[src/tft_regs.vh]
// Register offsets, fields, reset values and timing counts of the TFT timing generator
`ifndef TFT_REGS_VH
`define TFT_REGS_VH
`define TFT_ADR_CTRL        4'h0
`define TFT_ADR_DISPLAY_SIZE_SETTING   4'h1
`define TFT_ADR_HTIMING     4'h2
`define TFT_ADR_VTIMING     4'h3
`define TFT_ADR_POLARITY    4'h4
`define TFT_ADR_CLKDIV      4'h5
`define TFT_ADR_STATUS      4'h6
`define TFT_CTRL_EN_BIT     0
`define TFT_POL_HS_BIT      0
`define TFT_POL_VS_BIT      1
`define TFT_CLKDIV_DIV_LSB  0
`define TFT_CLKDIV_DIV_MSB  7
`define TFT_CLKDIV_INV_BIT  8
`define TFT_CLKDIV_DLY_LSB  16
`define TFT_CLKDIV_DLY_MSB  19
`define TFT_RST_CTRL        32'h00000000
`define TFT_RST_DISPLAY_SIZE_SETTING   32'h01E00280
`define TFT_RST_HTIMING     32'h00601030
`define TFT_RST_VTIMING     32'h0002210A
`define TFT_RST_POLARITY    32'h00000000
`define TFT_RST_CLKDIV      32'h00000001
`define TFT_PCLK_MIN_PS     6660
`define TFT_CLK_PERIOD_PS   20000
`define TFT_PCLK_MIN_CYC    ((`TFT_PCLK_MIN_PS + `TFT_CLK_PERIOD_PS - 1) / `TFT_CLK_PERIOD_PS)
`endif

[src/tft_timing_gen.v]
// TFT panel timing generator with Wishbone register slave
// Summary of operation
// - When enabled the pixel clock runs continuously and the panel samples on its falling edge.
// - Line sync starts each line and lasts at least one pixel clock.
// - Frame sync starts each frame and lasts at least one whole line.
// - Data enable qualifies pixel data; when low the data is invalid.
// - Line and frame sync polarity are chosen separately, active high after reset.
// - Data enable is always active high.
// - The pixel clock can be inverted and delayed via the clock divider setting.
// - Data, syncs and enable change on the rising pixel clock edge when the clock is neither inverted nor delayed.
// - A frame lasts sync, back porch, front porch and active lines, in whole lines.
// - Active size, horizontal and vertical timings sit in separate settings.
// - The pixel clock period is never shorter than the minimum.
`timescale 1ns/1ps
`default_nettype none
`include "tft_regs.vh"
module tft_timing_gen (
  input  wire        clk_i,
  input  wire        rst_i,
  input  wire        wb_cyc_i,
  input  wire        wb_stb_i,
  input  wire        wb_we_i,
  input  wire [31:0] wb_adr_i,
  input  wire [3:0]  wb_sel_i,
  input  wire [31:0] wb_dat_i,
  output reg  [31:0] wb_dat_o,
  output reg         wb_ack_o,
  input  wire [23:0] pixel_i,
  output reg         pixel_req_o,
  output wire        pclk_o,
  output reg         hsync_o,
  output reg         vsync_o,
  output reg         data_enable_out_o,
  output reg  [23:0] line_pixel_data_o
);
  localparam S_SYNC  = 4'b0001;
  localparam S_BACK  = 4'b0010;
  localparam S_ACT   = 4'b0100;
  localparam S_FRONT = 4'b1000;

  reg  [31:0] ctrl_reg;
  reg  [31:0] display_size_setting_reg;
  reg  [31:0] horizontal_timing_setting_reg;
  reg  [31:0] vertical_timing_setting_reg;
  reg  [31:0] sync_polarity_setting_reg;
  reg  [31:0] clkdiv_reg;
  reg  [3:0]  hst_reg;
  reg  [3:0]  vst_reg;
  reg  [11:0] hcnt_reg;
  reg  [11:0] vcnt_reg;
  reg  [15:0] frame_cnt_reg;
  reg  [3:0]  hst_next;
  reg  [3:0]  vst_next;
  reg  [11:0] hcnt_next;
  reg  [11:0] vcnt_next;
  reg         line_end;
  reg  [31:0] rd_data;
  wire        tick;
  wire        run;
  wire [3:0]  idx;
  wire [11:0] hsync_width;
  wire [11:0] h_back_porch;
  wire [11:0] h_front_porch;
  wire [11:0] v_active;
  wire [11:0] h_active;
  wire [11:0] vsync_width;
  wire [11:0] v_back_porch;
  wire [11:0] v_front_porch;

  // ====================================================
  // Field decode
  function [31:0] merge;
    input [31:0] old;
    input [31:0] dat;
    input [3:0]  sel;
    integer i;
    begin
      for (i = 0; i < 32; i = i + 1) begin
        merge[i] = sel[i / 8] ? dat[i] : old[i];
      end
    end
  endfunction

  function [11:0] atleast1;
    input [11:0] v;
    begin
      atleast1 = (v == 12'h000) ? 12'h001 : v;
    end
  endfunction

  assign run           = ctrl_reg[`TFT_CTRL_EN_BIT];
  assign idx           = wb_adr_i[5:2];
  assign h_active      = atleast1(display_size_setting_reg[11:0]);
  assign v_active      = atleast1(display_size_setting_reg[27:16]);
  assign hsync_width   = atleast1({4'h0, horizontal_timing_setting_reg[7:0]});
  assign h_back_porch  = atleast1({4'h0, horizontal_timing_setting_reg[15:8]});
  assign h_front_porch = atleast1({4'h0, horizontal_timing_setting_reg[23:16]});
  assign vsync_width   = atleast1({4'h0, vertical_timing_setting_reg[7:0]});
  assign v_back_porch  = atleast1({4'h0, vertical_timing_setting_reg[15:8]});
  assign v_front_porch = atleast1({4'h0, vertical_timing_setting_reg[23:16]});

  // ====================================================
  // Wishbone slave
  always @* begin
    case (idx)
      `TFT_ADR_CTRL:      rd_data = ctrl_reg;
      `TFT_ADR_DISPLAY_SIZE_SETTING: rd_data = display_size_setting_reg;
      `TFT_ADR_HTIMING:   rd_data = horizontal_timing_setting_reg;
      `TFT_ADR_VTIMING:   rd_data = vertical_timing_setting_reg;
      `TFT_ADR_POLARITY:  rd_data = sync_polarity_setting_reg;
      `TFT_ADR_CLKDIV:    rd_data = clkdiv_reg;
      `TFT_ADR_STATUS:    rd_data = {frame_cnt_reg, vst_reg, vcnt_reg};
      default:            rd_data = 32'h00000000;
    endcase
  end

  always @(posedge clk_i) begin
    if (rst_i) begin
      wb_ack_o                      <= 1'b0;
      wb_dat_o                      <= 32'h00000000;
      ctrl_reg                      <= `TFT_RST_CTRL;
      display_size_setting_reg      <= `TFT_RST_DISPLAY_SIZE_SETTING;
      horizontal_timing_setting_reg <= `TFT_RST_HTIMING;
      vertical_timing_setting_reg   <= `TFT_RST_VTIMING;
      sync_polarity_setting_reg     <= `TFT_RST_POLARITY;
      clkdiv_reg                    <= `TFT_RST_CLKDIV;
    end else begin
      wb_ack_o <= wb_cyc_i && wb_stb_i && !wb_ack_o;
      if (wb_cyc_i && wb_stb_i && !wb_ack_o) begin
        wb_dat_o <= wb_we_i ? 32'h00000000 : rd_data;
        if (wb_we_i) begin
          case (idx)
            `TFT_ADR_CTRL:      ctrl_reg <= merge(ctrl_reg, wb_dat_i, wb_sel_i) & 32'h00000001;
            `TFT_ADR_DISPLAY_SIZE_SETTING: display_size_setting_reg <=
                                  merge(display_size_setting_reg, wb_dat_i, wb_sel_i) & 32'h0FFF0FFF;
            `TFT_ADR_HTIMING:   horizontal_timing_setting_reg <=
                                  merge(horizontal_timing_setting_reg, wb_dat_i, wb_sel_i) & 32'h00FFFFFF;
            `TFT_ADR_VTIMING:   vertical_timing_setting_reg <=
                                  merge(vertical_timing_setting_reg, wb_dat_i, wb_sel_i) & 32'h00FFFFFF;
            `TFT_ADR_POLARITY:  sync_polarity_setting_reg <=
                                  merge(sync_polarity_setting_reg, wb_dat_i, wb_sel_i) & 32'h00000003;
            `TFT_ADR_CLKDIV:    clkdiv_reg <=
                                  merge(clkdiv_reg, wb_dat_i, wb_sel_i) & 32'h000F01FF;
            default: ;
          endcase
        end
      end
    end
  end

  // ====================================================
  // Pixel clock
  tft_pclk_gen u_pclk (
    .clk_i  (clk_i),
    .rst_i  (rst_i),
    .run_i  (run),
    .div_i  (clkdiv_reg[`TFT_CLKDIV_DIV_MSB:`TFT_CLKDIV_DIV_LSB]),
    .inv_i  (clkdiv_reg[`TFT_CLKDIV_INV_BIT]),
    .dly_i  (clkdiv_reg[`TFT_CLKDIV_DLY_MSB:`TFT_CLKDIV_DLY_LSB]),
    .tick_o (tick),
    .pclk_o (pclk_o)
  );

  // ====================================================
  // Horizontal sequencer
  always @* begin
    hst_next  = hst_reg;
    hcnt_next = hcnt_reg + 12'h001;
    line_end  = 1'b0;
    case (hst_reg)
      S_SYNC:  if (hcnt_reg + 12'h001 >= hsync_width) begin hst_next = S_BACK; hcnt_next = 12'h000; end
      S_BACK:  if (hcnt_reg + 12'h001 >= h_back_porch) begin hst_next = S_ACT; hcnt_next = 12'h000; end
      S_ACT:   if (hcnt_reg + 12'h001 >= h_active) begin hst_next = S_FRONT; hcnt_next = 12'h000; end
      S_FRONT: if (hcnt_reg + 12'h001 >= h_front_porch) begin
        hst_next  = S_SYNC;
        hcnt_next = 12'h000;
        line_end  = 1'b1;
      end
      default: begin hst_next = S_SYNC; hcnt_next = 12'h000; end
    endcase
  end

  // ====================================================
  // Vertical sequencer
  always @* begin
    vst_next  = vst_reg;
    vcnt_next = vcnt_reg;
    if (line_end) begin
      vcnt_next = vcnt_reg + 12'h001;
      case (vst_reg)
        S_SYNC:  if (vcnt_reg + 12'h001 >= vsync_width) begin vst_next = S_BACK; vcnt_next = 12'h000; end
        S_BACK:  if (vcnt_reg + 12'h001 >= v_back_porch) begin vst_next = S_ACT; vcnt_next = 12'h000; end
        S_ACT:   if (vcnt_reg + 12'h001 >= v_active) begin vst_next = S_FRONT; vcnt_next = 12'h000; end
        S_FRONT: if (vcnt_reg + 12'h001 >= v_front_porch) begin vst_next = S_SYNC; vcnt_next = 12'h000; end
        default: begin vst_next = S_SYNC; vcnt_next = 12'h000; end
      endcase
    end
  end

  // ====================================================
  // Counters and panel outputs
  always @(posedge clk_i) begin
    if (rst_i || !run) begin
      hst_reg           <= S_SYNC;
      vst_reg           <= S_SYNC;
      hcnt_reg          <= 12'h000;
      vcnt_reg          <= 12'h000;
      hsync_o           <= 1'b0;
      vsync_o           <= 1'b0;
      data_enable_out_o <= 1'b0;
      line_pixel_data_o <= 24'h000000;
      pixel_req_o       <= 1'b0;
      if (rst_i) begin
        frame_cnt_reg <= 16'h0000;
      end
    end else begin
      pixel_req_o <= 1'b0;
      if (tick) begin
        hst_reg  <= hst_next;
        hcnt_reg <= hcnt_next;
        vst_reg  <= vst_next;
        vcnt_reg <= vcnt_next;
        if (line_end && vst_reg == S_FRONT && vst_next == S_SYNC) begin
          frame_cnt_reg <= frame_cnt_reg + 16'h0001;
        end
        hsync_o <= (hst_reg == S_SYNC) ^ sync_polarity_setting_reg[`TFT_POL_HS_BIT];
        vsync_o <= (vst_reg == S_SYNC) ^ sync_polarity_setting_reg[`TFT_POL_VS_BIT];
        data_enable_out_o <= (hst_reg == S_ACT) && (vst_reg == S_ACT);
        pixel_req_o <= (hst_reg == S_ACT) && (vst_reg == S_ACT);
        line_pixel_data_o <= ((hst_reg == S_ACT) && (vst_reg == S_ACT)) ? pixel_i : 24'h000000;
      end
    end
  end
endmodule // tft_timing_gen
`default_nettype wire

[src/tft_pclk_gen.v]
// Pixel clock divider with inversion and programmable delay
`timescale 1ns/1ps
`default_nettype none
`include "tft_regs.vh"
module tft_pclk_gen (
  input  wire        clk_i,
  input  wire        rst_i,
  input  wire        run_i,
  input  wire [7:0]  div_i,
  input  wire        inv_i,
  input  wire [3:0]  dly_i,
  output reg         tick_o,
  output reg         pclk_o
);
  reg  [7:0]  cnt_reg;
  reg         ph_reg;
  reg  [15:0] dl_reg;
  wire [7:0]  half;
  wire [31:0] min_cyc;
  wire        raw;
  // ====================================================
  // Divider
  assign min_cyc = `TFT_PCLK_MIN_CYC;
  assign half    = (div_i < min_cyc[7:0]) ? min_cyc[7:0] : div_i;
  always @(posedge clk_i) begin
    if (rst_i || !run_i) begin
      cnt_reg <= 8'h00;
      ph_reg  <= 1'b0;
      tick_o  <= 1'b0;
    end else begin
      tick_o <= 1'b0;
      if (cnt_reg + 8'h01 >= half) begin
        cnt_reg <= 8'h00;
        ph_reg  <= ~ph_reg;
        tick_o  <= ~ph_reg;
      end else begin
        cnt_reg <= cnt_reg + 8'h01;
      end
    end
  end
  // ====================================================
  // Delay line and inversion
  always @(posedge clk_i) begin
    if (rst_i) begin
      dl_reg <= 16'h0000;
      pclk_o <= 1'b0;
    end else begin
      dl_reg <= {dl_reg[14:0], ph_reg};
      pclk_o <= inv_i ^ raw;
    end
  end
  assign raw = (dly_i == 4'h0) ? ph_reg : dl_reg[dly_i - 4'h1];
endmodule // tft_pclk_gen
`default_nettype wire

[config.mk]
export PLATFORM = sky130hd
export DESIGN_NAME = tft_timing_gen
export DESIGN_NICKNAME = d
export VERILOG_FILES = /design/src/tft_timing_gen.v /design/src/tft_pclk_gen.v
export VERILOG_INCLUDE_DIRS = /design/src /design/src/src
export SDC_FILE = /design/constraint.sdc
export NUM_CORES = 1
export LEC_CHECK = 0
export BUFFER_PORTS_ARGS = -buffer_cell sky130_fd_sc_hd__clkbuf_2
export CORE_AREA = 2 2 160 162
export DETAILED_ROUTE_END_ITERATION = 10
export DIE_AREA = 0 0 162 164
export PLACE_DENSITY_LB_ADDON = 0.12
export SLEW_MARGIN = 10
export SYNTH_ARGS = -nofsm -noshare
export SYNTH_HDL_FRONTEND = slang
export SYNTH_SLANG_ARGS = --single-unit
[constraint.sdc]
create_clock -name clk_i -period 4.6 [get_ports clk_i]
set_input_delay 0.69 -clock clk_i [delete_from_list [all_inputs] [get_ports clk_i]]
set_output_delay 0.69 -clock clk_i [all_outputs]
set_load 0.005 [all_outputs]
==> run metrics <==
outcome finished clean; DRC 0; Via Count 10,583; area leader, netlist dfxtp_1; setup TNS 0 ns; fin. max-slew vios 0; highest clock rate 268 MHz; Die Area 26,600 um2; Yosys top cell area share 0.353; ANT cells 0; Tmin final 3.73 ns; first-pass GRT wire length 53,500 um; HPWL Detailed 24,700 um; initial antenna violation count 0; met2 usage 0.388; # nets final 1,674; maxcap violations 0; Final setup viols 0; CP Launch Type flip-flop; TritonCTS clock tree built; Most flops, register wb_dat_o; number of buffers added for setup after CTS 0; Std-Cell Rows 58; leakage 0.00567 uW; ys async rst share 0; post-synthesis instance area 11,800 um2; share of cells above drive strength 1 0.152; Seq/Total Area, Yosys 0.393; clock insertion delay at the later pin of the skew report 0.53 ns; WP data required 4.81 ns; number of hold buffers added after cts 0; initial detailed-routing violation count 1,112; Post-Synthesis Cells 1,390; GRT busiest layer met2; Max-slew headroom 0.332; Filler cells 2,337; met1 Usage GRT 0.357; DR vias/cell 5.75; Seq. cell area 4640 um2; Die Ht 164 um; first-pass iteration count of the detailed router 9; Multi-input gate area 6590 um2; Setup CP Type reg2reg; CP endpoint frame_cnt_reg[8]; Layout Skew 0.00977 ns; PortBufs 126; Syn. warnings 0; CTS buffer count 27; Clk pin slew, worst setup/hold paths 0.06 ns; final instance area 13,700 um2; CTS root buf clkbuf_16; top post-synthesis cells by area dfxtp_1 35%, ha_1 9.1%, nand2_1 6.0%; vias in the first global route 9,794; Core Region 24,800 um2; Fin. Hold Viols 0; Worst EP arrival 3.94 ns; post_cts resized 0; R2R Setup Slk 0.87 ns; WL/cell 18.4 um; syn_area_per_cell 8.50 um2; Synth-to-Final Area Change 15.8%; largest net degree at the start of global routing 100; H-tree level count 1; gpl congestion 0.899; VDD IR max 0.247 mV; reg2reg end frame_cnt_reg[8]; CTS max path bufs 3; library cells used by synthesis 81; Critical Path Source vcnt_reg[1]; Largest register FFs 32; CP Capture Type flip-flop; IO Count 159; r2r startpoint vcnt_reg[1]; critical path fanouts, max 16; pwr/cell area 318 nW/um2; HP Class in2reg; die extent in x 162 um; Total Routing Usage GR 0.252; Final ANT Viol Nets 0; Tightest Pin Transition 1.00 ns; total congestion overflow 0; final worst path period share 0.812; Post-Route WL 33,900 um; Synth Flop Type dfxtp_1; met3 GRT Util 0.0492; Starting Density 0.476; dpl cell area 12,700 um2; reg2reg path depth 13; Post-synth EDFFs 16; RSZ-0062 raised after global routing no; Synth Register Bits 224; clock sinks 224; syn nets 1,573
## worst min path at each step
stage / start / cells after the start / endpoint / slack (ns)
floorplan: u_pclk.dl_reg[9] / 1 / u_pclk.dl_reg[10] / 0.43
global placement: data_enable_out_o / 1 / data_enable_out_o / 0.44
detailed placement: data_enable_out_o / 1 / data_enable_out_o / 0.45
CTS: pixel_i[10] / 2 / line_pixel_data_o[10] / 0.36
global route: pixel_i[23] / 2 / line_pixel_data_o[23] / 0.37
finish: pixel_i[10] / 2 / line_pixel_data_o[10] / 0.38
## critical path, cell delays in order (launching register included)
cell	delay, ns
dfxtp_1	0.44
ha_1	0.31
nand4_1	0.24
nor2_1	0.24
and3_1	0.25
xor2_1	0.17
ha_1	0.27
a211oi_2	0.26
o211ai_1	0.13
o311ai_0	0.33
nor2_1	0.08
o21ai_1	0.22
a41o_1	0.21
buf_4	0.26
## through the flow
step	utilization	hold WS [ns]	setup slack, ns	cells	total power [uW]
CTS	0.551	0.358	0.913	1840	4390
global placement	0.513	0.436	0.964	1792	2150
floorplan	-	0.432	1.15	1390	2080
finish	0.551	0.376	0.866	1840	4350
detailed placement	0.513	0.446	0.936	1792	2150
global route	0.551	0.371	0.553	1840	4490
## layout by cell type (no fill, tap or decap), drive strengths merged, types with 34 or more instances in the layout
cell type,Yosys,routed
dfxtp,208,208
nor2,102,102
a22oi,34,34
clkbuf,64,162
nand3,60,60
a21oi,140,140
nand2,192,192
inv,82,83
o21ai,34,34
a22o,34,34
ha,86,86
## cell usage after synthesis (12+ instances only)
library cell,n
and3_1,23
o21ai_1,14
nand3b_1,17
clkbuf_1,64
nand3_1,57
nor2_1,100
nand2b_1,19
nor3_1,20
nor4_1,12
inv_1,81
xor2_1,26
nand2_1,190
a21o_1,16
nor2b_1,20
a22oi_1,34
a22o_1,34
edfxtp_1,16
a211oi_1,13
xnor2_1,15
o21ai_0,19
dfxtp_1,208
a222oi_1,15
ha_1,86
a21oi_1,140
mux2i_1,12
## kinds of logic after synthesis
family | synth area share
muxes | 0.0188
AOI/OAI and AO/OA | 0.202
buffers and inverters | 0.0507
DFF | 0.393
xor gates and xnor gates | 0.0304
adders and majority gates | 0.0911
and+or+nand+nor | 0.214
## area by class of cell
class,instances,area share
multi-input cells,1009,0.481
clock buffers,37,0.0565
flip-flops and latches,224,0.339
well taps,330,0.0302
clock inverters,11,0.0122
inverters,82,0.0225
repair buffers,147,0.0578
## report_power, final
group          leakage (uW)  internal [uW]  switching, uW
clock network      0.000459           1400            845
logic               0.00337           39.6           87.9
registers           0.00184           1970           9.40
## layer usage
layer,vias to the layer above,share of wire
li1,5186,-
met1,4978,0.46
met2,354,0.43
met3,65,0.082
met4,0,0.028
met5,-,0
Power figures use the tool's default switching activity.
